### src/shr_defs.vh
// Purpose: Shared constants for the safe homing block
// Assumes: 32-bit classic Wishbone register bus, 10 MHz clock
// Notes:   Offsets are byte addresses, one aligned word each
`ifndef SHR_DEFS_VH
`define SHR_DEFS_VH

`define SHR_CLK_HZ      32'd10000000
`define SHR_CYC_PER_US  (`SHR_CLK_HZ / 32'd1000000)

`define SHR_OFS_CTRL    6'h00
`define SHR_OFS_HOME    6'h04
`define SHR_OFS_MAXSPD  6'h08
`define SHR_OFS_MONTIME 6'h0c
`define SHR_OFS_BLOCK   6'h10
`define SHR_OFS_STATUS  6'h14
`define SHR_OFS_REFOFS  6'h18
`define SHR_OFS_INTST   6'h1c
`define SHR_OFS_INTCLR  6'h20
`define SHR_OFS_INTEN   6'h24
`define SHR_OFS_CMD     6'h28

`define SHR_CTRL_MODE_LO 0
`define SHR_CTRL_MODE_HI 1
`define SHR_CTRL_EDGE    2
`define SHR_CTRL_DIR     3
`define SHR_CTRL_PULSE   4

`define SHR_MODE_DIRECT  2'h0
`define SHR_MODE_REFSW   2'h1

`define SHR_RST_CTRL     5'h00
`define SHR_RST_HOME     32'h00000000
`define SHR_RST_MAXSPD   32'h00000000
`define SHR_RST_MONTIME  32'h00000000
`define SHR_RST_BLOCK    7'h00

`define SHR_CMD_ACK      0

`define SHR_EV_HOMED     0
`define SHR_EV_FAULT     1
`define SHR_EV_FAILSAFE  2
`define SHR_EV_DISCARD   3
`define SHR_EV_W         4

`endif

### src/shr_homing.v
// Purpose: Safety homing in reference-switch mode with Wishbone registers
// Assumes: Encoder position is sampled once per clock (one safety cycle)
// Notes:   Fail safe is left only through rst_i, standing in for power cycle
//
// Contract
// - Unwired switch input latches permanent fail safe
// - Request rise selects edge by polarity, direction
// - Overspeed switch transitions are discarded
// - Speed limit covers switch and pulse, default 0
// - Positive edge: low to high moving positive
// - Trigger direction selects evaluated travel direction
// - Timeout gives acknowledgeable fault, no torque
// - Configuration defaults all zero, direct, positive
// - Pulse blocked over percent-of-revolution distance
// - No pulse: home loaded at switch edge
// - Pulse used: reference taken at later pulse
// - Ignore pulses until blocking distance travelled
// - Reversal during pulse search discards edge
// - Overspeed during pulse search gives fault
`default_nettype none
`include "shr_defs.vh"
module shr_homing #(
  parameter REV_UNITS = 32'd65536
) (
  // Clock, reset, enable
  input  wire        clk_i,
  input  wire        rst_i,
  input  wire        ce_i,
  // Wishbone slave
  input  wire        cyc_i,
  input  wire        stb_i,
  input  wire        we_i,
  input  wire [5:0]  adr_i,
  input  wire [3:0]  sel_i,
  input  wire [31:0] dat_i,
  output reg  [31:0] dat_o,
  output reg         ack_o,
  // Axis and switch
  input  wire        homing_request_in_i,
  input  wire        ref_switch_in_i,
  input  wire        ref_switch_wired_i,
  input  wire        ref_pulse_i,
  input  wire [31:0] enc_pos_i,
  // Results
  output reg         no_func_error_out_o,
  output reg         torque_enable_o,
  output reg         fail_safe_o,
  output reg         homed_o,
  output reg  [31:0] axis_pos_o,
  output reg         irq_o
);
  localparam ST_IDLE  = 3'h0;
  localparam ST_SWSRC = 3'h1;
  localparam ST_PLSRC = 3'h2;
  localparam ST_FAULT = 3'h3;
  localparam ST_FAIL  = 3'h4;

  // Configuration and status registers
  reg [4:0]          ctrl_ff;
  reg [31:0]         home_ff;
  reg [31:0]         maxspd_ff;
  reg [31:0]         montime_ff;
  reg [6:0]          block_ff;
  reg [`SHR_EV_W-1:0] int_st_ff;
  reg [`SHR_EV_W-1:0] int_en_ff;
  reg [31:0]         ref_ofs_ff;
  reg [2:0]          state_ff;
  reg                homed_ff;
  reg                dir_neg_ff;
  reg [31:0]         prev_pos_ff;
  reg [39:0]         timer_ff;
  reg [31:0]         travel_ff;

  // Next values
  reg [2:0]          nxt_state;
  reg                nxt_homed;
  reg [31:0]         nxt_ref_ofs;
  reg [39:0]         nxt_timer;
  reg [31:0]         nxt_travel;
  reg                nxt_dir_neg;
  reg [`SHR_EV_W-1:0] ev;

  wire [2:0] lvl;
  wire [2:0] rise;
  wire [2:0] fall;
  assign lvl = {ref_pulse_i, ref_switch_in_i, homing_request_in_i};

  shr_edge #(.W(3)) u_edge (
    .clk_i  (clk_i),
    .rst_i  (rst_i),
    .ce_i   (ce_i),
    .lvl_i  (lvl),
    .rise_o (rise),
    .fall_o (fall)
  );

  wire req_rise   = rise[0];
  wire pulse_rise = rise[2];

  // Speed from position change per cycle, scaled to units per second
  wire [31:0] delta     = enc_pos_i - prev_pos_ff;
  wire [31:0] abs_delta = delta[31] ? (32'h0 - delta) : delta;
  wire [63:0] speed_ups = {32'h0, abs_delta} * {32'h0, `SHR_CLK_HZ};
  wire        overspeed = speed_ups > {32'h0, maxspd_ff};
  wire        moving    = |delta;
  wire        mv_neg    = delta[31];

  wire        cfg_edge_neg = ctrl_ff[`SHR_CTRL_EDGE];
  wire        cfg_dir_neg  = ctrl_ff[`SHR_CTRL_DIR];
  wire        cfg_pulse    = ctrl_ff[`SHR_CTRL_PULSE];
  wire [1:0]  cfg_mode     = ctrl_ff[`SHR_CTRL_MODE_HI:`SHR_CTRL_MODE_LO];

  // Positive edge is low to high seen while travelling positive;
  // travelling negative the same physical edge shows as high to low.
  wire in_dir   = moving & (mv_neg == cfg_dir_neg);
  wire want_up  = (cfg_edge_neg == cfg_dir_neg);
  wire sw_trans = want_up ? rise[1] : fall[1];
  wire sw_hit   = in_dir & sw_trans;

  // Timeout of zero disables supervision, otherwise a search faults after montime_ff microseconds
  wire [39:0] mon_cycles = {8'h0, montime_ff} * {8'h0, `SHR_CYC_PER_US};
  wire        timed_out  = (montime_ff != 32'h0) && (timer_ff >= mon_cycles);

  // Blocking distance compared without division
  wire [47:0] travel_x100 = {16'h0, travel_ff} * 48'd100;
  wire [47:0] block_units = {41'h0, block_ff} * {16'h0, REV_UNITS};
  wire        blocked     = travel_x100 < block_units;

  wire [31:0] ofs_now = home_ff - enc_pos_i;

  // Bus decode
  wire        bus_req = cyc_i & stb_i & ~ack_o;
  wire        wr      = bus_req & we_i;
  wire        wr_cmd  = wr & (adr_i == `SHR_OFS_CMD) & sel_i[0];
  wire        fault_ack = wr_cmd & dat_i[`SHR_CMD_ACK];
  wire        wr_clr  = wr & (adr_i == `SHR_OFS_INTCLR) & sel_i[0];

  always @* begin
    nxt_state   = state_ff;
    nxt_homed   = homed_ff;
    nxt_ref_ofs = ref_ofs_ff;
    nxt_timer   = timer_ff;
    nxt_travel  = travel_ff;
    nxt_dir_neg = dir_neg_ff;
    ev          = {`SHR_EV_W{1'b0}};
    case (state_ff)
      ST_IDLE: begin
        if (req_rise) begin
          nxt_homed = 1'b0;
          nxt_timer = 40'h0;
          if (cfg_mode == `SHR_MODE_DIRECT) begin
            nxt_ref_ofs = ofs_now;
            nxt_homed   = 1'b1;
            ev[`SHR_EV_HOMED] = 1'b1;
          end else begin
            nxt_state = ST_SWSRC;
          end
        end
      end
      ST_SWSRC: begin
        nxt_timer = timer_ff + 40'h1;
        if (timed_out) begin
          nxt_state = ST_FAULT;
          ev[`SHR_EV_FAULT] = 1'b1;
        end else if (sw_hit && overspeed) begin
          ev[`SHR_EV_DISCARD] = 1'b1;
        end else if (sw_hit) begin
          if (cfg_pulse) begin
            nxt_state   = ST_PLSRC;
            nxt_travel  = 32'h0;
            nxt_dir_neg = mv_neg;
          end else begin
            nxt_ref_ofs = ofs_now;
            nxt_homed   = 1'b1;
            nxt_state   = ST_IDLE;
            ev[`SHR_EV_HOMED] = 1'b1;
          end
        end
      end
      ST_PLSRC: begin
        nxt_timer  = timer_ff + 40'h1;
        nxt_travel = travel_ff + abs_delta;
        if (timed_out) begin
          nxt_state = ST_FAULT;
          ev[`SHR_EV_FAULT] = 1'b1;
        end else if (overspeed) begin
          nxt_state = ST_FAULT;
          ev[`SHR_EV_FAULT] = 1'b1;
        end else if (moving && (mv_neg != dir_neg_ff)) begin
          nxt_state = ST_SWSRC;
          ev[`SHR_EV_DISCARD] = 1'b1;
        end else if (pulse_rise && !blocked) begin
          nxt_ref_ofs = ofs_now;
          nxt_homed   = 1'b1;
          nxt_state   = ST_IDLE;
          ev[`SHR_EV_HOMED] = 1'b1;
        end
      end
      ST_FAULT: begin
        nxt_homed = 1'b0;
        if (fault_ack) begin
          nxt_state = ST_IDLE;
        end
      end
      ST_FAIL: begin
        nxt_homed = 1'b0;
      end
      default: begin
        nxt_state = ST_FAIL;
        nxt_homed = 1'b0;
      end
    endcase
    // An unwired switch overrides everything and never recovers
    if (!ref_switch_wired_i && state_ff != ST_FAIL) begin
      nxt_state = ST_FAIL;
      nxt_homed = 1'b0;
      ev[`SHR_EV_FAILSAFE] = 1'b1;
    end
    if (nxt_state == ST_FAULT && state_ff != ST_FAULT) begin
      nxt_homed = 1'b0;
    end
  end

  // Homing state and outputs
  always @(posedge clk_i) begin
    if (rst_i) begin
      state_ff            <= ST_IDLE;
      homed_ff            <= 1'b0;
      ref_ofs_ff          <= 32'h0;
      timer_ff            <= 40'h0;
      travel_ff           <= 32'h0;
      dir_neg_ff          <= 1'b0;
      prev_pos_ff         <= 32'h0;
      no_func_error_out_o <= 1'b0;
      torque_enable_o     <= 1'b0;
      fail_safe_o         <= 1'b0;
      homed_o             <= 1'b0;
      axis_pos_o          <= 32'h0;
    end else if (ce_i) begin
      state_ff            <= nxt_state;
      homed_ff            <= nxt_homed;
      ref_ofs_ff          <= nxt_ref_ofs;
      timer_ff            <= nxt_timer;
      travel_ff           <= nxt_travel;
      dir_neg_ff          <= nxt_dir_neg;
      prev_pos_ff         <= enc_pos_i;
      no_func_error_out_o <= (nxt_state != ST_FAULT) && (nxt_state != ST_FAIL);
      torque_enable_o     <= (nxt_state != ST_FAULT) && (nxt_state != ST_FAIL);
      fail_safe_o         <= (nxt_state == ST_FAIL);
      homed_o             <= nxt_homed;
      axis_pos_o          <= enc_pos_i + nxt_ref_ofs;
    end
  end

  // Configuration writes, byte lanes honoured
  function [31:0] lane_merge;
    input [31:0] old_v;
    input [31:0] new_v;
    input [3:0]  sel;
    integer      i;
    begin
      lane_merge = old_v;
      for (i = 0; i < 4; i = i + 1) begin
        if (sel[i]) begin
          lane_merge[i*8 +: 8] = new_v[i*8 +: 8];
        end
      end
    end
  endfunction

  always @(posedge clk_i) begin
    if (rst_i) begin
      ctrl_ff    <= `SHR_RST_CTRL;
      home_ff    <= `SHR_RST_HOME;
      maxspd_ff  <= `SHR_RST_MAXSPD;
      montime_ff <= `SHR_RST_MONTIME;
      block_ff   <= `SHR_RST_BLOCK;
      int_en_ff  <= {`SHR_EV_W{1'b0}};
    end else if (ce_i && wr) begin
      case (adr_i)
        `SHR_OFS_CTRL: begin
          if (sel_i[0]) begin
            ctrl_ff <= dat_i[4:0];
          end
        end
        `SHR_OFS_HOME: begin
          home_ff <= lane_merge(home_ff, dat_i, sel_i);
        end
        `SHR_OFS_MAXSPD: begin
          maxspd_ff <= lane_merge(maxspd_ff, dat_i, sel_i);
        end
        `SHR_OFS_MONTIME: begin
          montime_ff <= lane_merge(montime_ff, dat_i, sel_i);
        end
        `SHR_OFS_BLOCK: begin
          if (sel_i[0]) begin
            block_ff <= dat_i[6:0];
          end
        end
        `SHR_OFS_INTEN: begin
          if (sel_i[0]) begin
            int_en_ff <= dat_i[`SHR_EV_W-1:0];
          end
        end
        default: begin
          ctrl_ff <= ctrl_ff;
        end
      endcase
    end
  end

  // Sticky events; a new event in the clearing cycle survives
  always @(posedge clk_i) begin
    if (rst_i) begin
      int_st_ff <= {`SHR_EV_W{1'b0}};
      irq_o     <= 1'b0;
    end else if (ce_i) begin
      if (wr_clr) begin
        int_st_ff <= (int_st_ff & ~dat_i[`SHR_EV_W-1:0]) | ev;
      end else begin
        int_st_ff <= int_st_ff | ev;
      end
      irq_o <= |(int_st_ff & int_en_ff);
    end
  end

  // Bus answer: one wait state, unmapped reads give zero
  always @(posedge clk_i) begin
    if (rst_i) begin
      ack_o <= 1'b0;
      dat_o <= 32'h0;
    end else if (ce_i) begin
      ack_o <= bus_req;
      dat_o <= 32'h0;
      if (bus_req && !we_i) begin
        case (adr_i)
          `SHR_OFS_CTRL:    dat_o <= {27'h0, ctrl_ff};
          `SHR_OFS_HOME:    dat_o <= home_ff;
          `SHR_OFS_MAXSPD:  dat_o <= maxspd_ff;
          `SHR_OFS_MONTIME: dat_o <= montime_ff;
          `SHR_OFS_BLOCK:   dat_o <= {25'h0, block_ff};
          `SHR_OFS_STATUS:  dat_o <= {27'h0, state_ff, homed_ff, ref_switch_in_i};
          `SHR_OFS_REFOFS:  dat_o <= ref_ofs_ff;
          `SHR_OFS_INTST:   dat_o <= {28'h0, int_st_ff};
          `SHR_OFS_INTEN:   dat_o <= {28'h0, int_en_ff};
          default:          dat_o <= 32'h0;
        endcase
      end
    end
  end
endmodule
`default_nettype wire

### src/shr_edge.v
// Purpose: Change detector for a group of synchronous level inputs
// Assumes: Inputs are already synchronous to clk_i
// Notes:   Rise and fall are valid in the cycle the new level is seen
`default_nettype none
module shr_edge #(
  parameter W = 1
) (
  // Clock and control
  input  wire         clk_i,
  input  wire         rst_i,
  input  wire         ce_i,
  // Levels in
  input  wire [W-1:0] lvl_i,
  // Changes out
  output wire [W-1:0] rise_o,
  output wire [W-1:0] fall_o
);
  reg [W-1:0] prev_ff;

  always @(posedge clk_i) begin
    if (rst_i) begin
      prev_ff <= {W{1'b0}};
    end else if (ce_i) begin
      prev_ff <= lvl_i;
    end
  end

  assign rise_o = lvl_i & ~prev_ff;
  assign fall_o = ~lvl_i & prev_ff;
endmodule
`default_nettype wire

### config.mk
export PLATFORM = sky130hd
export DESIGN_NAME = shr_homing
export DESIGN_NICKNAME = d
export VERILOG_FILES = /design/src/shr_homing.v /design/src/shr_edge.v
export VERILOG_INCLUDE_DIRS = /design/src
export SDC_FILE = /design/constraint.sdc
export NUM_CORES = 2
export LEC_CHECK = 0
export ABC_AREA = 1
export BUFFER_PORTS_ARGS = -buffer_cell sky130_fd_sc_hd__buf_4
export CELL_PAD_IN_SITES_DETAIL_PLACEMENT = 0
export CELL_PAD_IN_SITES_GLOBAL_PLACEMENT = 1
export CORE_UTILIZATION = 30
export CTS_BUF_LIST = sky130_fd_sc_hd__clkbuf_8 sky130_fd_sc_hd__clkbuf_16
export CTS_CLUSTER_DIAMETER = 80
export DETAILED_ROUTE_END_ITERATION = 16
export PLACE_DENSITY_LB_ADDON = 0.1
export SYNTH_ARGS = -nofsm -noshare
export SYNTH_HDL_FRONTEND = slang
export SYNTH_SLANG_ARGS = --single-unit
### constraint.sdc
create_clock -name clk_i -period 23.5 [get_ports clk_i]
set_clock_uncertainty 0.2 [all_clocks]
set_input_delay 3.525 -clock clk_i [delete_from_list [all_inputs] [get_ports clk_i]]
set_output_delay 3.525 -clock clk_i [all_outputs]
set_load 0.02 [all_outputs]
Word level (Yosys, flattened, before mapping). Index checks and enable logic that the tools add are counted.

Word-level logic and storage cells: 211. Register bits: 328. Output and inout bits: 70. Bits of input ports: 84.

Bitwise operators: 22. Reduce and logical (&&, ||, !) cells: 40. Multiply operators: 3. Add/subtract/negate cells: 6. Equality and inequality tests: 37. $lt $le $gt $ge: 3. Mux-type cells: 70.

Operator list (count): two-way mux 32 bit (16); case mux 32 bit (9 select lines) (1); case mux 32 bit (3 select lines) (1); case mux 40 bit (2 select lines) (1); adder 32 bit (2); case mux 32 bit (2 select lines) (1); subtractor 32 bit (2); greater-than comparator 56 x 32 -> 1 bit (1); multiplier 32 x 17 -> 49 bit (second input constant) (1); AND reduction 3 bit (16); adder 40 x 1 -> 40 bit (second input constant) (1); >= comparator 40 x 36 -> 1 bit (1); two-way mux 40 bit (1); < comparator 39 x 23 -> 1 bit (1); multiplier 32 x 5 -> 37 bit (second input constant) (1); inequality test 4 bit (second input constant) (9); multiplier 32 x 3 -> 35 bit (second input constant) (1); two-way mux 3 bit (11); nonzero test 32 bit (1); OR reduction 32 bit (1); subtractor 1 x 32 -> 32 bit (first input constant) (1); two-way mux 1 bit (31); == test 6 x 5 -> 1 bit (second input constant) (4); == test 6 bit (second input constant) (3); other kinds (34) (72).

Longest topological paths before layout.
Depth in word-level cells: 14. Gate-level depth with buffers: 80. Mapped depth without buffers: 77.

Cells and area by module. From an unflattened synthesis, not the netlist that was laid out.

Cells, all modules: 5895. Area total of the unflattened synthesis: 40093.5 um2.

By module, submodules not included: shr_homing (area an instance 39939.6 um2, seq. area each 6506.2 um2, cells an instance 5867, instances 1); shr_edge (area an instance 153.9 um2, seq. area each 60.1 um2, cells an instance 28, instances 1).

Least setup slack after synthesis. No wires, ideal clock.

Kind: input to register. Start: input enc_pos_i[20]. End: register axis_pos_o[30]. Path buffers: 3. Cell stages on the path: 68. Slack: 8.977 ns. Data arrival time: 14.210 ns. Library setup time: 0.113 ns. Data required time: 23.187 ns. Cell sequence: ha_1 buf_6 a21oi_1 o21ai_0 a21oi_1 nor2_1 nor2_1 nand3_1 nand2_2 buf_2 clkbuf_1 nor2_1 xor2_1 ha_1 ha_1 inv_1 fa_1 fa_1 [32 not listed] fa_1 nand3_1 nand3_1 nand2_1 nand2_1 a21oi_1 o21ai_1 a21boi_0 o21ai_1 a21boi_0 o21ai_1 nand3_1 nand2_1 a21boi_1 o21ai_0 xor2_1 o21ai_1 inv_1.

Word-level cells in the longest chain between the ends: 10. Elaborated cells on any way between the ends: 25. Classes of those cells: 4 x add/sub; 1 x mul; 1 x order compare; 2 x eq/ne; 12 x mux; 2 x bitwise; 3 x reduce/logical.

Ends and longest elaborated chain: from (decl) (line shr_homing.v:43) `input wire [31:0] enc_pos_i,`; subtractor 32 bit * (line shr_homing.v:101) `wire [31:0] delta = enc_pos_i - prev_pos_ff;`; subtractor 1 x 32 -> 32 bit (line shr_homing.v:102) `wire [31:0] abs_delta = delta[31] ? (32'h0 - delta) : delta;`; two-way mux 32 bit (line shr_homing.v:102); multiplier 32 x 17 -> 49 bit (line shr_homing.v:103) `` wire [63:0] speed_ups = {32'h0, abs_delta} * {32'h0, `SHR_CLK_HZ}; ``; greater-than comparator 56 x 32 -> 1 bit (line shr_homing.v:104) `wire overspeed = speed_ups > {32'h0, maxspd_ff};`; logical AND 1 bit (line shr_homing.v:165) `end else if (sw_hit && overspeed) begin`; two-way mux 32 bit (line shr_homing.v:165); two-way mux 32 bit (line shr_homing.v:162) `if (timed_out) begin`; case mux 32 bit (3 select lines) * (line shr_homing.v:146) `case (state_ff)`; named net nxt_ref_ofs[0] (line shr_homing.v:77) `reg [31:0] nxt_ref_ofs;`; adder 32 bit * (line shr_homing.v:251) `axis_pos_o <= enc_pos_i + nxt_ref_ofs;`; to (signal assigned) (line shr_homing.v:251); to (decl) (line shr_homing.v:49) `output reg [31:0] axis_pos_o,`.

Mark *: on every way through the listed nets, which the timed path passes. The rest lies on a longest branch. A chain may end at the register's enable or synchronous reset.

Worst setup path in the final report.
Start: input enc_pos_i[0]. End: register axis_pos_o[30].

Word-level cells in the longest chain between the ends: 10. Elaborated cells on any way between the ends: 25. Classes of those cells: 4 x add/sub; 1 x mul; 1 x order compare; 2 x eq/ne; 12 x mux; 2 x bitwise; 3 x reduce/logical.

Ends and longest elaborated chain (line): subtractor 32 bit (shr_homing.v:101); subtractor 1 x 32 -> 32 bit (shr_homing.v:102); two-way mux 32 bit (shr_homing.v:102); multiplier 32 x 17 -> 49 bit (shr_homing.v:103); greater-than comparator 56 x 32 -> 1 bit (shr_homing.v:104); logical AND 1 bit (shr_homing.v:165); two-way mux 32 bit (shr_homing.v:165); two-way mux 32 bit (shr_homing.v:162); case mux 32 bit (3 select lines) * (shr_homing.v:146); named net nxt_ref_ofs[0] (shr_homing.v:77); adder 32 bit * (shr_homing.v:251).

Marked as above.

==> flow_metrics.env <==
export IMPL_status="finished clean"
export IMPL_post_cts_setup_buffers=0
export IMPL_final_cells=7719
export IMPL_fin_crit_sh=0.7188
export IMPL_wirelength_mm=162.8
export IMPL_cap_violations=0
export IMPL_max_freq_ghz=0.05920
export IMPL_start_util=0.3024
export IMPL_dp_slack_ns=6.072
export IMPL_core_um2=131500
export IMPL_maxSlewHeadroom=0.08718
export IMPL_yosysUniqueCellTypes=67
export IMPL_vias=38170
export IMPL_max_stage_delay_ns=0.58
export IMPL_path_clk_slew_ns=0.06
export IMPL_rows=133
export IMPL_ys_warn_count=0
export IMPL_grt_pass1_vias=37230
export IMPL_avgViaCountPerCell=4.945
export IMPL_synth_most_common_cell="inv_1"
export IMPL_netlist_top_cells_count="1,040 x inv_1, 993 x nand2_1, 589 x ha_1"
export IMPL_critical_path_required_ns=23.85
export IMPL_crit_fanout=38
export IMPL_synthCells=5798
export IMPL_cts_tree="done"
export IMPL_drtIter0Drc=2448
export IMPL_setup_tns_ns=0
export IMPL_worst_pin_slew_ns=1.365
export IMPL_gr_total_overflow=0
export IMPL_hold_path_class="register to register"
export IMPL_dr_pass1_iters=5
export IMPL_cts_buffers=52
export IMPL_holdBufCountCts=0
export IMPL_synth_top_cell_by_area="ha_1"
export IMPL_synth_seq_area_share=0.1652
export IMPL_final_net_count=6789
export IMPL_netlist_area_um2=39760
export IMPL_htree_levels=2
export IMPL_grt_usage=0.2375
export IMPL_cp_end_kind="register"
export IMPL_io_pins=154
export IMPL_crit_family="adder cells"
export IMPL_grt_max_degree=86
export IMPL_clk_latency_ns=0.71
export IMPL_start_kind="primary input"
export IMPL_timing_worst_setup_path_type="primary input to register"
export IMPL_syn2layout_area_growth_pct=12.48
export IMPL_fp_dieH_um=366.0
export IMPL_fin_hold_ws_ns=0.2677
export IMPL_worst_slack_ns=6.607
export IMPL_fp_dieW_um=366.0
export IMPL_async_flop_share=0
export IMPL_path_buf_inv=12
export IMPL_ys_seq_elements=328
export IMPL_yosys_top_cells_area="ha_1 19%, dfxtp_1 17%, fa_1 9.8%, inv_1 9.8%, nand2_1 9.4%"
export IMPL_arrival_ns=17.24
export IMPL_dp_hpwl_mm=136.2
export IMPL_io_buffers=153
export IMPL_clockBufferDepth=3
export IMPL_finalCriticalPeriod_ns=16.89
export IMPL_ctsResizeCount=0
export IMPL_synth_top_area_share=0.1854
export IMPL_synth_nets=6666
export IMPL_antenna_found_initial=4
export IMPL_die_area_um2=134000
export IMPL_slew_viol_final=0
export IMPL_synth_edf_count=0
export IMPL_avgSynthCellArea_um2=6.857
export IMPL_rsz0062_at_grt="false"
export IMPL_hold_viol=0
export IMPL_post_drt_wl_per_cell_um=21.08
export IMPL_cp_slowest_cell="fa_1"
export IMPL_layout_drive_gt1_share=0.06944
export IMPL_drcViolationCount=0
export IMPL_grt_pass1_wl_mm=241.7
export IMPL_worst_path_most_repeated_cell="inv_1"
export IMPL_gp_congestion=0.8900
export IMPL_yosys_most_used_dff="dfxtp_1"
export IMPL_clock_sinks=328
export IMPL_setup_viol=0
export IMPL_cts_root_buffer="clkbuf_16"
export IMPL_postRouteAntennaNets=0
export IMPL_dp_cells=7622
==> routing by layer <==
layer | global-route usage | vias up | wire, um
met5 | 0 | - | 0
met4 | 0.04417 | 0 | 2711
met3 | 0.01648 | 113 | 5816
met2 | 0.3962 | 726 | 75450
met1 | 0.3361 | 18080 | 78780
li1 | - | 19250 | -
==> logic make-up (layout without fill, tap and decap cells) <==
| group | after synthesis | count (layout) | share of synthesized area |
|---|---|---|---|
| and+or+nand+nor | 2058 | 2058 | 0.2212 |
| AOI/OAI and AO/OA | 1257 | 1257 | 0.1755 |
| buffers and inverters | 1189 | 1353 | 0.1139 |
| adders and majority gates | 784 | 784 | 0.2836 |
| DFF | 328 | 328 | 0.1652 |
| xor gates and xnor gates | 182 | 182 | 0.04066 |
| other | 0 | 2 | 0 |
==> worst reg2reg max path: cells and delay by family, from the launching register on <==
kind	cells	cell delay [ns]
DFF	1	0.32
xor gates and xnor gates	3	1.40
AOI/OAI and AO/OA	15	2.90
adders and majority gates	11	4.56
buffers and inverters	9	0.75
and+or+nand+nor	31	3.88
==> sequential cells by signal, summed over array words and instances (netlist names), 5 cells and up <==
| register | flops |
|---|---|
| timer_ff | 40 |
| axis_pos_o | 32 |
| dat_o | 32 |
| home_ff | 32 |
| maxspd_ff | 32 |
| montime_ff | 32 |
| prev_pos_ff | 32 |
| ref_ofs_ff | 32 |
| travel_ff | 32 |
| block_ff | 7 |
| ctrl_ff | 5 |
==> cell type report <==
cell class / count / area, um2
Tap cell: 1755 / 2196
Fill cell: 14630 / 86750
Sequential cell: 328 / 6566
Timing Repair Buffer: 192 / 1441
Multi-Input combinational cell: 4281 / 28710
Clock inverter: 32 / 341.6
Clock buffer: 63 / 1453
Antenna cell: 2 / 5.005
Inverter: 1066 / 4006
==> final timing paths <==
check | from | end | slack [ns] | cells after the start
max reg2reg | prev_pos_ff[2]$_SDFFE_PP0P_ | axis_pos_o[30]$_SDFFE_PP0P_ | 9.36 | 69
min | dat_o[20]$_SDFFE_PP0P_ | dat_o[20]$_SDFFE_PP0P_ | 0.27 | 2
max | enc_pos_i[0] | axis_pos_o[30]$_SDFFE_PP0P_ | 6.61 | 69
min reg2reg | dat_o[20]$_SDFFE_PP0P_ | dat_o[20]$_SDFFE_PP0P_ | 0.27 | 2
==> metrics by stage <==
| step | util | cell area (um2) |
|---|---|---|
| after floorplan | - | 39760 |
| after global placement | 0.3265 | 42920 |
| after detailed placement | 0.3265 | 42920 |
| after CTS | 0.3401 | 44710 |
| after global routing | 0.3401 | 44710 |
| final | 0.3402 | 44720 |
==> placed cells by master, fill, tap and decap left out, types with 7 or more instances in the layout <==
| cell type | count |
|---|---|
| nand3_2 | 20 |
| clkbuf_16 | 52 |
| o22ai_1 | 16 |
| xnor2_1 | 63 |
| nand2_2 | 26 |
| o21ai_1 | 36 |
| a221oi_1 | 11 |
| nor3_1 | 69 |
| o21a_1 | 25 |
| a21boi_0 | 16 |
| a21o_1 | 17 |
| nor2_1 | 569 |
| o21ai_0 | 426 |
| nor2_2 | 20 |
| nand3b_1 | 13 |
| nand4_1 | 76 |
| inv_2 | 20 |
| clkbuf_8 | 11 |
| xor2_1 | 113 |
| o211ai_1 | 33 |
| inv_1 | 1053 |
| o221ai_1 | 7 |
| o2111ai_1 | 7 |
| nand2_1 | 993 |
| buf_4 | 192 |
| fa_1 | 195 |
| nor4_1 | 23 |
| ha_1 | 589 |
| a22oi_1 | 26 |
| nand3_1 | 209 |
| a31oi_1 | 15 |
| dfxtp_1 | 328 |
| o21bai_1 | 36 |
| a21oi_1 | 538 |
| a21oi_2 | 14 |
| a211oi_1 | 14 |
| or2_2 | 12 |
Power is left out: the tool's default activity adds up to more than one toggle a clock period on the data nets, which glitch-free logic cannot reach.
